==> config.mk <==
export PLATFORM = sky130hd
export DESIGN_NAME = rlx_ctl
export DESIGN_NICKNAME = d
export VERILOG_FILES = /design/src/rtl/rlx_pkg.sv /design/src/rtl/rlx_ctl.sv /design/src/rtl/rlx_sym_mon.sv
export VERILOG_INCLUDE_DIRS = /design/src /design/src/rtl
export SDC_FILE = /design/constraint.sdc
export NUM_CORES = 1
export LEC_CHECK = 0
export ABC_AREA = 1
export BUFFER_PORTS_ARGS = -buffer_cell sky130_fd_sc_hd__buf_4
export CAP_MARGIN = 10
export CORE_UTILIZATION = 43
export DETAILED_ROUTE_END_ITERATION = 10
export HOLD_SLACK_MARGIN = 0.06
export PLACE_DENSITY = 0.67
export SETUP_SLACK_MARGIN = 0.02
export SYNTH_ARGS = -nofsm -noshare
export SYNTH_HDL_FRONTEND = slang
export SYNTH_SLANG_ARGS = --single-unit
==> constraint.sdc <==
create_clock -name clk -period 1.9 [get_ports clk]
set_input_delay 0.095 -clock clk [delete_from_list [all_inputs] [get_ports clk]]
set_output_delay 0.095 -clock clk [all_outputs]
set_load 0.02 [all_outputs]
==> src/rtl/rlx_map.svh <==
// offsets, field positions, reset values and timing for the error mask block
`ifndef RLX_MAP_SVH
`define RLX_MAP_SVH

// =====================================================================
// register map
`define RLX_MGMT_AW 5
`define RLX_LBREM_ADDR 5'h18
`define RLX_LBREM_RESET 16'h0020
`define RLX_LBREM_WMASK 16'h1B7F

// =====================================================================
// field positions
`define RLX_BIT_BP_ALIGN 12
`define RLX_LSB_LB_MODE 8
`define RLX_BIT_ALT_CRS 6
`define RLX_BIT_LBK_TX_DIS 5
`define RLX_BIT_CODE_SEL 4
`define RLX_BIT_PE_SEL 3
`define RLX_BIT_LINK_RPT 2
`define RLX_BIT_PKT_RPT 1

// =====================================================================
// substituted receive nibbles
`define RLX_NIB_CODE_ONE 4'h5
`define RLX_NIB_PE_ONE 4'h4
`define RLX_NIB_DEFAULT 4'h6
`define RLX_NIB_LINK 4'h3
`define RLX_NIB_PKT 4'h2

// =====================================================================
// 5b code groups
`define RLX_SYM_IDLE 5'h1F
`define RLX_SYM_J 5'h18
`define RLX_SYM_K 5'h11
`define RLX_SYM_T 5'h0D
`define RLX_SYM_R 5'h07

// =====================================================================
// timing
`define RLX_CLK_PERIOD_NS 10
`define RLX_PKT_TIMEOUT_US 722
`define RLX_PKT_TIMEOUT_CYC \
  ((`RLX_PKT_TIMEOUT_US * 1000) / `RLX_CLK_PERIOD_NS)

`endif

==> src/rtl/rlx_pkg.sv <==
// types shared by the error mask block
package rlx_pkg;

  typedef enum logic [1:0] {
    RLX_LB_NORMAL,
    RLX_LB_XCVR,
    RLX_LB_REMOTE,
    RLX_LB_RSVD
  } rlx_lb_mode_t;

  typedef enum logic [1:0] {
    RLX_ST_IDLE,
    RLX_ST_GOT_J,
    RLX_ST_FRAME,
    RLX_ST_GOT_T
  } rlx_mon_state_t;

endpackage

==> src/rtl/rlx_ctl.sv <==
// receive error substitution, carrier sense and loopback transmit gating
// =====================================================================
`timescale 1ns/1ps
`include "rlx_map.svh"

module rlx_ctl #(
  parameter int unsigned PKT_TIMEOUT_CYC = `RLX_PKT_TIMEOUT_CYC
) (
  input wire logic clk,
  input wire logic srst,
  input wire logic [`RLX_MGMT_AW-1:0] mgmt_addr,
  input wire logic mgmt_wr,
  input wire logic [15:0] mgmt_wdata,
  output logic [15:0] mgmt_rdata,
  input wire logic full_duplex,
  input wire logic basic_ctl_loopback,
  input wire logic line_rx_activity,
  input wire logic link_err,
  input wire logic sym_valid,
  input wire logic [4:0] sym,
  input wire logic [3:0] rxd_in,
  input wire logic rx_dv_in,
  input wire logic tx_en,
  input wire logic [3:0] txd,
  output logic crs,
  output logic [3:0] rxd,
  output logic rx_dv,
  output logic rx_er,
  output logic line_tx_active,
  output logic [3:0] line_tx_pair
);
  import rlx_pkg::*;

  localparam int unsigned CW = $clog2(PKT_TIMEOUT_CYC + 1);

  logic [15:0] lbrem;
  logic [15:0] next_lbrem;
  logic [15:0] next_mgmt_rdata;
  logic [3:0] rxd_d;
  logic rx_dv_d;
  logic link_err_d;
  logic code_err;
  logic premature_end_select;
  logic [CW-1:0] pkt_cnt;
  logic [CW-1:0] next_pkt_cnt;
  logic pkt_to;
  logic next_pkt_to;
  logic next_crs;
  logic [3:0] next_rxd;
  logic next_rx_dv;
  logic next_rx_er;
  logic next_line_tx_active;
  logic [3:0] next_line_tx_pair;
  logic lb_any;
  logic lb_active;
  rlx_lb_mode_t lb_mode;

  rlx_sym_mon u_sym_mon (
    .clk(clk),
    .srst(srst),
    .sym_valid(sym_valid),
    .sym(sym),
    .code_err(code_err),
    .premature_end_select(premature_end_select)
  );

  // =====================================================================
  // management register
  always_comb begin
    next_lbrem = lbrem;
    if (mgmt_wr && mgmt_addr == `RLX_LBREM_ADDR) begin
      // reserved bit 0 is stored as written; software ignores it
      next_lbrem = mgmt_wdata & `RLX_LBREM_WMASK;
    end
    next_mgmt_rdata = (mgmt_addr == `RLX_LBREM_ADDR) ? lbrem : 16'h0000;
  end

  always_ff @(posedge clk) begin
    if (srst) begin
      lbrem <= `RLX_LBREM_RESET;
      mgmt_rdata <= 16'h0000;
    end else begin
      lbrem <= next_lbrem;
      mgmt_rdata <= next_mgmt_rdata;
    end
  end

  // =====================================================================
  // packet timeout on a long receive
  always_comb begin
    next_pkt_cnt = pkt_cnt;
    next_pkt_to = pkt_to;
    if (!rx_dv_in) begin
      next_pkt_cnt = '0;
      next_pkt_to = 1'b0;
    end else if (pkt_cnt == CW'(PKT_TIMEOUT_CYC)) begin
      next_pkt_to = 1'b1;
    end else begin
      next_pkt_cnt = pkt_cnt + CW'(1);
    end
  end

  always_ff @(posedge clk) begin
    if (srst) begin
      pkt_cnt <= '0;
      pkt_to <= 1'b0;
    end else begin
      pkt_cnt <= next_pkt_cnt;
      pkt_to <= next_pkt_to;
    end
  end

  // =====================================================================
  // mii outputs and line transmit
  always_comb begin
    lb_mode = rlx_lb_mode_t'(lbrem[`RLX_LSB_LB_MODE +: 2]);
    // transceiver loopback is active with basic_ctl_loopback or the XCVR mode, whatever the other bits
    lb_active = basic_ctl_loopback || lb_mode == RLX_LB_XCVR;
    lb_any = lb_active || lb_mode == RLX_LB_REMOTE;

    // carrier sense
    if (full_duplex) begin
      if (lbrem[`RLX_BIT_ALT_CRS]) begin
        next_crs = tx_en;
      end else begin
        next_crs = line_rx_activity;
      end
    end else begin
      next_crs = line_rx_activity | tx_en;
    end

    // receive nibble, two cycles behind the symbol stream
    next_rxd = rxd_d;
    next_rx_dv = rx_dv_d;
    next_rx_er = 1'b0;
    if (basic_ctl_loopback) begin
      next_rxd = rxd_d;
    end
    if (lbrem[`RLX_BIT_BP_ALIGN]) begin
      next_rx_er = 1'b0;
    end else if (code_err) begin
      next_rx_er = 1'b1;
      next_rxd = lbrem[`RLX_BIT_CODE_SEL] ? `RLX_NIB_CODE_ONE
                                           : `RLX_NIB_DEFAULT;
    end else if (premature_end_select) begin
      next_rx_er = 1'b1;
      next_rxd = lbrem[`RLX_BIT_PE_SEL] ? `RLX_NIB_PE_ONE
                                         : `RLX_NIB_DEFAULT;
    end else if (link_err_d && lbrem[`RLX_BIT_LINK_RPT]) begin
      next_rx_er = 1'b1;
      next_rxd = `RLX_NIB_LINK;
    end else if (pkt_to && lbrem[`RLX_BIT_PKT_RPT]) begin
      next_rx_er = 1'b1;
      next_rxd = `RLX_NIB_PKT;
    end

    // line transmit, gated during transceiver loopback when the transmit disable bit is set
    next_line_tx_pair = txd;
    next_line_tx_active = tx_en;
    if (lb_mode == RLX_LB_REMOTE && !basic_ctl_loopback) begin
      next_line_tx_pair = rxd_d;
      next_line_tx_active = rx_dv_d;
    end
    if (lb_active && lbrem[`RLX_BIT_LBK_TX_DIS]) begin
      next_line_tx_active = 1'b0;
      next_line_tx_pair = 4'h0;
    end
  end

  // transceiver loopback replaces receive data with own transmit data
  always_ff @(posedge clk) begin
    if (srst) begin
      rxd_d <= 4'h0;
      rx_dv_d <= 1'b0;
      link_err_d <= 1'b0;
    end else if (lb_active) begin
      rxd_d <= txd;
      rx_dv_d <= tx_en;
      // link error aligned with the delayed data nibble
      link_err_d <= link_err;
    end else begin
      rxd_d <= rxd_in;
      rx_dv_d <= rx_dv_in;
      link_err_d <= link_err;
    end
  end

  always_ff @(posedge clk) begin
    if (srst) begin
      crs <= 1'b0;
      rxd <= 4'h0;
      rx_dv <= 1'b0;
      rx_er <= 1'b0;
      line_tx_active <= 1'b0;
      line_tx_pair <= 4'h0;
    end else begin
      crs <= next_crs;
      rxd <= next_rxd;
      rx_dv <= next_rx_dv;
      rx_er <= next_rx_er;
      line_tx_active <= next_line_tx_active;
      line_tx_pair <= next_line_tx_pair;
    end
  end

  // lb_any is not used by the remote mode decision above; tied off here
  logic unused_lb_any;
  assign unused_lb_any = lb_any;

endmodule // rlx_ctl

==> src/rtl/rlx_sym_mon.sv <==
// receive symbol stream monitor: code and premature end errors
`timescale 1ns/1ps
`include "rlx_map.svh"

module rlx_sym_mon (
  input wire logic clk,
  input wire logic srst,
  input wire logic sym_valid,
  input wire logic [4:0] sym,
  output logic code_err,
  output logic premature_end_select
);
  import rlx_pkg::*;

  rlx_mon_state_t state;
  rlx_mon_state_t next_state;
  logic idle_seen;
  logic next_idle_seen;
  logic next_code_err;
  logic next_premature_end_select;

  // true for the sixteen data code groups
  function automatic logic is_data(input logic [4:0] s);
    case (s)
      5'h1E, 5'h09, 5'h14, 5'h15, 5'h0A, 5'h0B, 5'h0E, 5'h0F,
      5'h12, 5'h13, 5'h16, 5'h17, 5'h1A, 5'h1B, 5'h1C,
      5'h1D: is_data = 1'b1;
      default: is_data = 1'b0;
    endcase
  endfunction

  // =====================================================================
  // delimiter tracking
  always_comb begin
    next_state = state;
    next_idle_seen = 1'b0;
    next_code_err = 1'b0;
    next_premature_end_select = 1'b0;
    if (sym_valid) begin
      case (state)
        RLX_ST_IDLE: begin
          if (sym == `RLX_SYM_J) begin
            next_state = RLX_ST_GOT_J;
          end
        end
        RLX_ST_GOT_J: begin
          next_state = (sym == `RLX_SYM_K) ? RLX_ST_FRAME : RLX_ST_IDLE;
        end
        RLX_ST_FRAME: begin
          if (sym == `RLX_SYM_T) begin
            next_state = RLX_ST_GOT_T;
          end else if (sym == `RLX_SYM_IDLE) begin
            // second idle in a row before the T/R pair ends the frame early
            if (idle_seen) begin
              next_premature_end_select = 1'b1;
              next_state = RLX_ST_IDLE;
            end else begin
              next_idle_seen = 1'b1;
            end
          end else if (!is_data(sym)) begin
            next_code_err = 1'b1;
          end
        end
        RLX_ST_GOT_T: begin
          if (sym == `RLX_SYM_R) begin
            next_state = RLX_ST_IDLE;
          end else begin
            next_code_err = 1'b1;
            next_state = RLX_ST_FRAME;
          end
        end
        default: next_state = RLX_ST_IDLE;
      endcase
    end else begin
      next_idle_seen = idle_seen;
    end
  end

  always_ff @(posedge clk) begin
    if (srst) begin
      state <= RLX_ST_IDLE;
      idle_seen <= 1'b0;
      code_err <= 1'b0;
      premature_end_select <= 1'b0;
    end else begin
      state <= next_state;
      idle_seen <= next_idle_seen;
      code_err <= next_code_err;
      premature_end_select <= next_premature_end_select;
    end
  end

endmodule // rlx_sym_mon

---- Word-level counts from Yosys, hierarchy flattened ----
Memories as Yosys holds them, arrays and structs flattened.
Cells that the tools add are included.
storage, ports and cells
  RAM bits ................................ 0
  memories ................................ 1
  register bits ........................... 63
  bits in latches ......................... 0
  bits in read-only memories .............. 32
  output and inout bits ................... 28
  word-level logic and storage cells ...... 93
  input bits .............................. 44
memory list
  memory            depth  width  rd ports  clocked after memory_dff  write ports  line               source
  (name not given)  32     1      1         0                         0            rlx_sym_mon.sv:24  case (s)
cells by class
  bitwise logic cells ..................... 6
  $lt $le $gt $ge ......................... 0
  eq/ne operators ......................... 15
  reductions and logical operators ........ 15
  multiply operators ...................... 0
  shifts and indexed selects .............. 0
  add/subtract/negate cells ............... 1
  divide/modulo/power cells ............... 0
  muxes and demuxes ....................... 38
operators with widths
  kind                     count
  $mux W4                  7
  $mux W1                  21
  $eq A5 B5 Y1 const B     4
  $add A17 B1 Y17 const B  1
  $eq A17 B17 Y1 const B   1
  $mux W2                  8
  $reduce_or A2 Y1         5
  $pmux W2 S4              1
  $eq A2 B2 Y1 const B     3
  $ne A3 B1 Y1 const B     2
  $eq A5 B3 Y1 const B     1
  $eq A5 B4 Y1 const B     1
  $logic_and A1 B1 Y1      5
  $not A1 Y1               5
  $reduce_or A5 Y1         1
  $eq A2 B1 Y1 const B     2
  $reduce_and A4 Y1        1
  $logic_not A2 Y1         1
  $ne A2 B1 Y1 const B     1
  $pmux W1 S2              1
  $logic_not A1 Y1         1
  $logic_or A1 B1 Y1       1
  $or A1 B1 Y1             1

---- Depth between registers and ports, before layout ----
  depth in word-level cells ............... 9
  depth in mapped cells ................... 8
  mapped depth without buffers ............ 8

---- Hierarchy ----
Synthesis repeated with hierarchy kept, for this count alone.
second synthesis, totals
  cells, all modules ...................... 403
  area total of the unflattened synthesis .. 2877.8 um^2
by module, submodules not included
  module       cells an instance  sequential area each (um^2)  instances  area an instance (um^2)
  rlx_ctl      337                1161.1                       1          2483.6
  rlx_sym_mon  66                 100.1                        1          394.1

---- Worst setup path after synthesis ----
Ideal clock, no wire load.
  kind .................................... register to register
  start point ............................. register pkt_cnt[0]
  end point ............................... register pkt_cnt[16]
  period minus slack after synthesis ...... 1250 ps
  required time ........................... 1783 ps
  cell stages (with the launch flop) ...... 9
  path slack .............................. 650 ps
  setup time .............................. 117 ps
  data arrival time ....................... 1133 ps
  buffers on the path ..................... 0
  cell sequence ........................... dfxtp_1 ha_1 nand3_2 nor2_4 nand2_2 nor2_4 nand2_1 nand2_1 a21oi_1
on the way
  cells in the longest elaborated chain, start to end .. 1
  elaborated cells between the ends (all ways) .. 2
  classes of those cells .................. add/sub (1); eq/ne (1)
ends and longest elaborated chain
  what                                               line                          source
  from (decl)                                        rlx_ctl.sv:44                 logic [CW-1:0] pkt_cnt;
  from (signal assigned)                             rlx_ctl.sv:108                pkt_cnt <= next_pkt_cnt;
  $add A17 B1 Y17 or $eq A17 B17 Y1 (tied branches)  rlx_ctl.sv:99, rlx_ctl.sv:96
Parallel ways exist; a longest one is shown, timed or not.
A chain may end at the register's enable or synchronous reset.

---- Worst setup path in the final report ----
  start point ............................. register lbrem[9]
  end point ............................... register rxd_d[0]
on the way
  cells in the longest elaborated chain, start to end .. 3
ends and longest elaborated chain
  what                    line            source
  from (decl)             rlx_ctl.sv:36   logic [15:0] lbrem;
  from (signal assigned)  rlx_ctl.sv:80   lbrem <= `RLX_LBREM_RESET;
  from (signal assigned)  rlx_ctl.sv:83   lbrem <= next_lbrem;
  $eq A2 B1 Y1            rlx_ctl.sv:118  lb_active = basic_ctl_loopback || lb_mode == RLX_LB_XCVR;
  $logic_or A1 B1 Y1      rlx_ctl.sv:118
  $mux W4                 rlx_ctl.sv:176  end else if (lb_active) begin
  to (signal assigned)    rlx_ctl.sv:177  rxd_d <= txd;
  to (signal assigned)    rlx_ctl.sv:182  rxd_d <= rxd_in;
  to (decl)               rlx_ctl.sv:39   logic [3:0] rxd_d;
Every way passes these cells.

==> impl_metrics.json <==
{
  "via_per_inst": 4.785,
  "cp_num_buf_inv": 2,
  "rows": 28,
  "drt_pre_antenna_iters": 5,
  "place_area_um2": 3188,
  "dp.final_hpwl_mm": 4.319,
  "critPathLaunch": "lbrem[9]",
  "hold_path.startpoint": "rx_dv_in",
  "synth.avg_cell_area_um2": 7.577,
  "netlist_area_um2": 2713,
  "synthCells": 358,
  "num_antenna_cells": 0,
  "die_h_um": 81.43,
  "initial_core_util": 0.4528,
  "drtAntennaViolNets": 0,
  "max_freq_mhz": 621.4,
  "synth_cell_types": 32,
  "cts-resized-gates": 0,
  "post_cts_buffers": 0,
  "clk_pin_slew_ns": 0.07,
  "drt-initial-drc-count": 69,
  "crit_type": "reg2reg",
  "required_ns": 2.13,
  "period_needed_ns": 1.609,
  "vdd_drop_max_mv": 0.6425,
  "wl_per_cell_um": 11.45,
  "regToRegSetupSlack_ns": 0.29,
  "final-hold-violation-count": 0,
  "crit_slowest_cell": "dlygate4sd3_1",
  "grt_usage": 0.1995,
  "cp-start-kind": "flop",
  "nets": 496,
  "dieArea_um2": 6630,
  "fin_crit_sh": 0.8469,
  "multi_input_area_um2": 1176,
  "utilization": 0.6153,
  "cts_buffer_depth": 2,
  "finalSetupTns_ns": 0,
  "clock_skew_ns": 0.004468,
  "core_area_um2": 5991,
  "arrival_ns": 1.84,
  "min_path_cells": 3,
  "root_buffer": "clkbuf_8",
  "tightest_slew_ns": 0.5270,
  "h-tree-depth": 3,
  "grt_pass1_vias": 2254,
  "cts_inserted_buffers": 9,
  "cpPeakStageDelay_ns": 0.55,
  "synth_edf_count": 0,
  "grt_pass1_wl_mm": 9.798,
  "layout_commonest_cell": "dfxtp_1",
  "layout_common_cells": "dfxtp_1, buf_4, nor2_1, nand2_1, inv_1",
  "ys_async_sr_fraction": 0,
  "gr-total-overflow": 0,
  "dp_slack_ns": 0.5243,
  "cp_common_cell": "nor2_1",
  "cts.sinks": 63,
  "hp-class": "in2reg",
  "status": "finished, final reports clean",
  "synth-seq-area-share": 0.4649,
  "maxCapViolations": 0,
  "ios": 72,
  "path_cells": "o21ai_2 > inv_2 > nor2_1 > nor2_1 > dlygate4sd3_1",
  "cp_top_family": "buffers and inverters",
  "cp_num_cells": 5,
  "stdcell_area_um2": 3686,
  "drive_gt1_frac": 0.2330,
  "min_to": "pkt_cnt[5]",
  "rr_startpoint": "lbrem[9]",
  "vias": 2536,
  "powerDensity_nw_per_um2": 771.8,
  "finalSetupViolations": 0,
  "fp.dieW_um": 81.43,
  "clock_latency_ns": 0.34,
  "seqCellArea_um2": 1261,
  "cp_max_fo": 8,
  "power.leakage_uw": 0.001532,
  "synthToLayoutAreaGrowth_pct": 35.89,
  "rr_endpoint": "rxd_d[0]",
  "ys_ff_latch": 63,
  "routabilityCongestion": 0.8323,
  "cts_tree": "built",
  "rsz0062_at_grt": "no",
  "rr_worst_depth": 5,
  "relSlewSlack": 0.6476,
  "drc_errors": 0,
  "synth_ff_type": "dfxtp_1",
  "setup_slack_ns": 0.2909,
  "slew_violations": 0,
  "io_buffer_count": 61,
  "filler_cell_count": 567,
  "hold_buffers": 28,
  "antenna_found_initial": 0,
  "finalWirelength_mm": 6.068,
  "hold_ws_ns": 0.07851,
  "ys.warnings.count": 0,
  "grt_max_degree": 21,
  "end_kind": "flop"
}
layer usage:
layer | GRT usage | share of wire | up-vias
li1 | - | - | 1329
met1 | 0.2274 | 0.43 | 1137
met2 | 0.3400 | 0.49 | 61
met3 | 0.06889 | 0.065 | 9
met4 | 0.07857 | 0.012 | 0
met5 | 0 | 0 | -
per-stage QoR:
| step | std cells | total power, uW |
|---|---|---|
| finish | 530 | 2845 |
| global route | 530 | 2961 |
| CTS | 530 | 2869 |
| detailed placement | 486 | 1603 |
| global placement | 486 | 1600 |
| floorplan | 362 | 1506 |
flip-flops by register name (all words and copies together) (netlist names):
name	cells
pkt_cnt	17
lbrem	11
mgmt_rdata	11
line_tx_pair	4
rxd	4
rxd_d	4
u_sym_mon.state	2
crs	1
line_tx_active	1
link_err_d	1
next_rx_dv	1
pkt_to	1
rx_dv	1
rx_er	1
u_sym_mon.code_err	1
u_sym_mon.idle_seen	1
u_sym_mon.premature_end_select	1
area by class of cell:
type | count | share of cell area
Timing Repair Buffer | 90 | 0.2023
Inverter | 51 | 0.05193
Sequential cell | 63 | 0.3422
Clock inverter | 4 | 0.01426
Tap cell | 75 | 0.02546
Multi-Input combinational cell | 235 | 0.3191
Clock buffer | 12 | 0.04481
worst max path at each step:
stage,to,slack (ns)
6_report,rxd_d[0],0.29
2_1_floorplan,pkt_cnt[16],0.65
3_3_place_gp,pkt_cnt[16],0.55
4_1_cts,rxd_d[1],0.33
5_1_grt,rxd_d[1],0.19
3_5_place_dp,pkt_cnt[16],0.52
synthesized netlist by cell type (2+ instances only):
cell type	number	share of area
nor2_1	52	0.072
nand4_1	13	0.030
nand3_1	13	0.024
buf_6	3	0.012
o21ai_1	12	0.022
ha_1	2	0.0092
inv_1	44	0.061
nor2_2	4	0.0092
nand2_2	3	0.0069
a21oi_2	2	0.0065
nand3_2	4	0.015
xor2_1	2	0.0065
buf_4	6	0.017
nand2_1	52	0.072
buf_2	3	0.0055
dfxtp_1	63	0.46
inv_2	7	0.0097
o211ai_1	2	0.0055
a21oi_1	35	0.065
nor3_1	5	0.0092
o21ai_0	16	0.030
nand3b_1	2	0.0055
nor2_4	3	0.012
o21ai_2	2	0.0065
logic make-up (layout without fill, tap and decap cells):
logic type	Yosys count	in the layout	synth area share
simple gates	154	154	0.2685
fa+ha+maj	2	2	0.009224
flops	63	63	0.4649
other cells	1	5	0.001382
xor+xnor	2	2	0.006459
compound gates	72	72	0.1425
buf+inv	64	157	0.1070
worst min-delay path: cells and delay by family:
family | cells | cell delay, ns
simple gates | 2 | 0.19
buf+inv | 1 | 0.10
power breakdown:
| part | leakage, uW | switching, uW | internal, uW |
|---|---|---|---|
| clock network | 0.000101 | 512 | 712 |
| registers | 0.000512 | 13.1 | 1350 |
| logic | 0.000919 | 124 | 135 |
No activity file was read; power rests on OpenSTA's default activity.
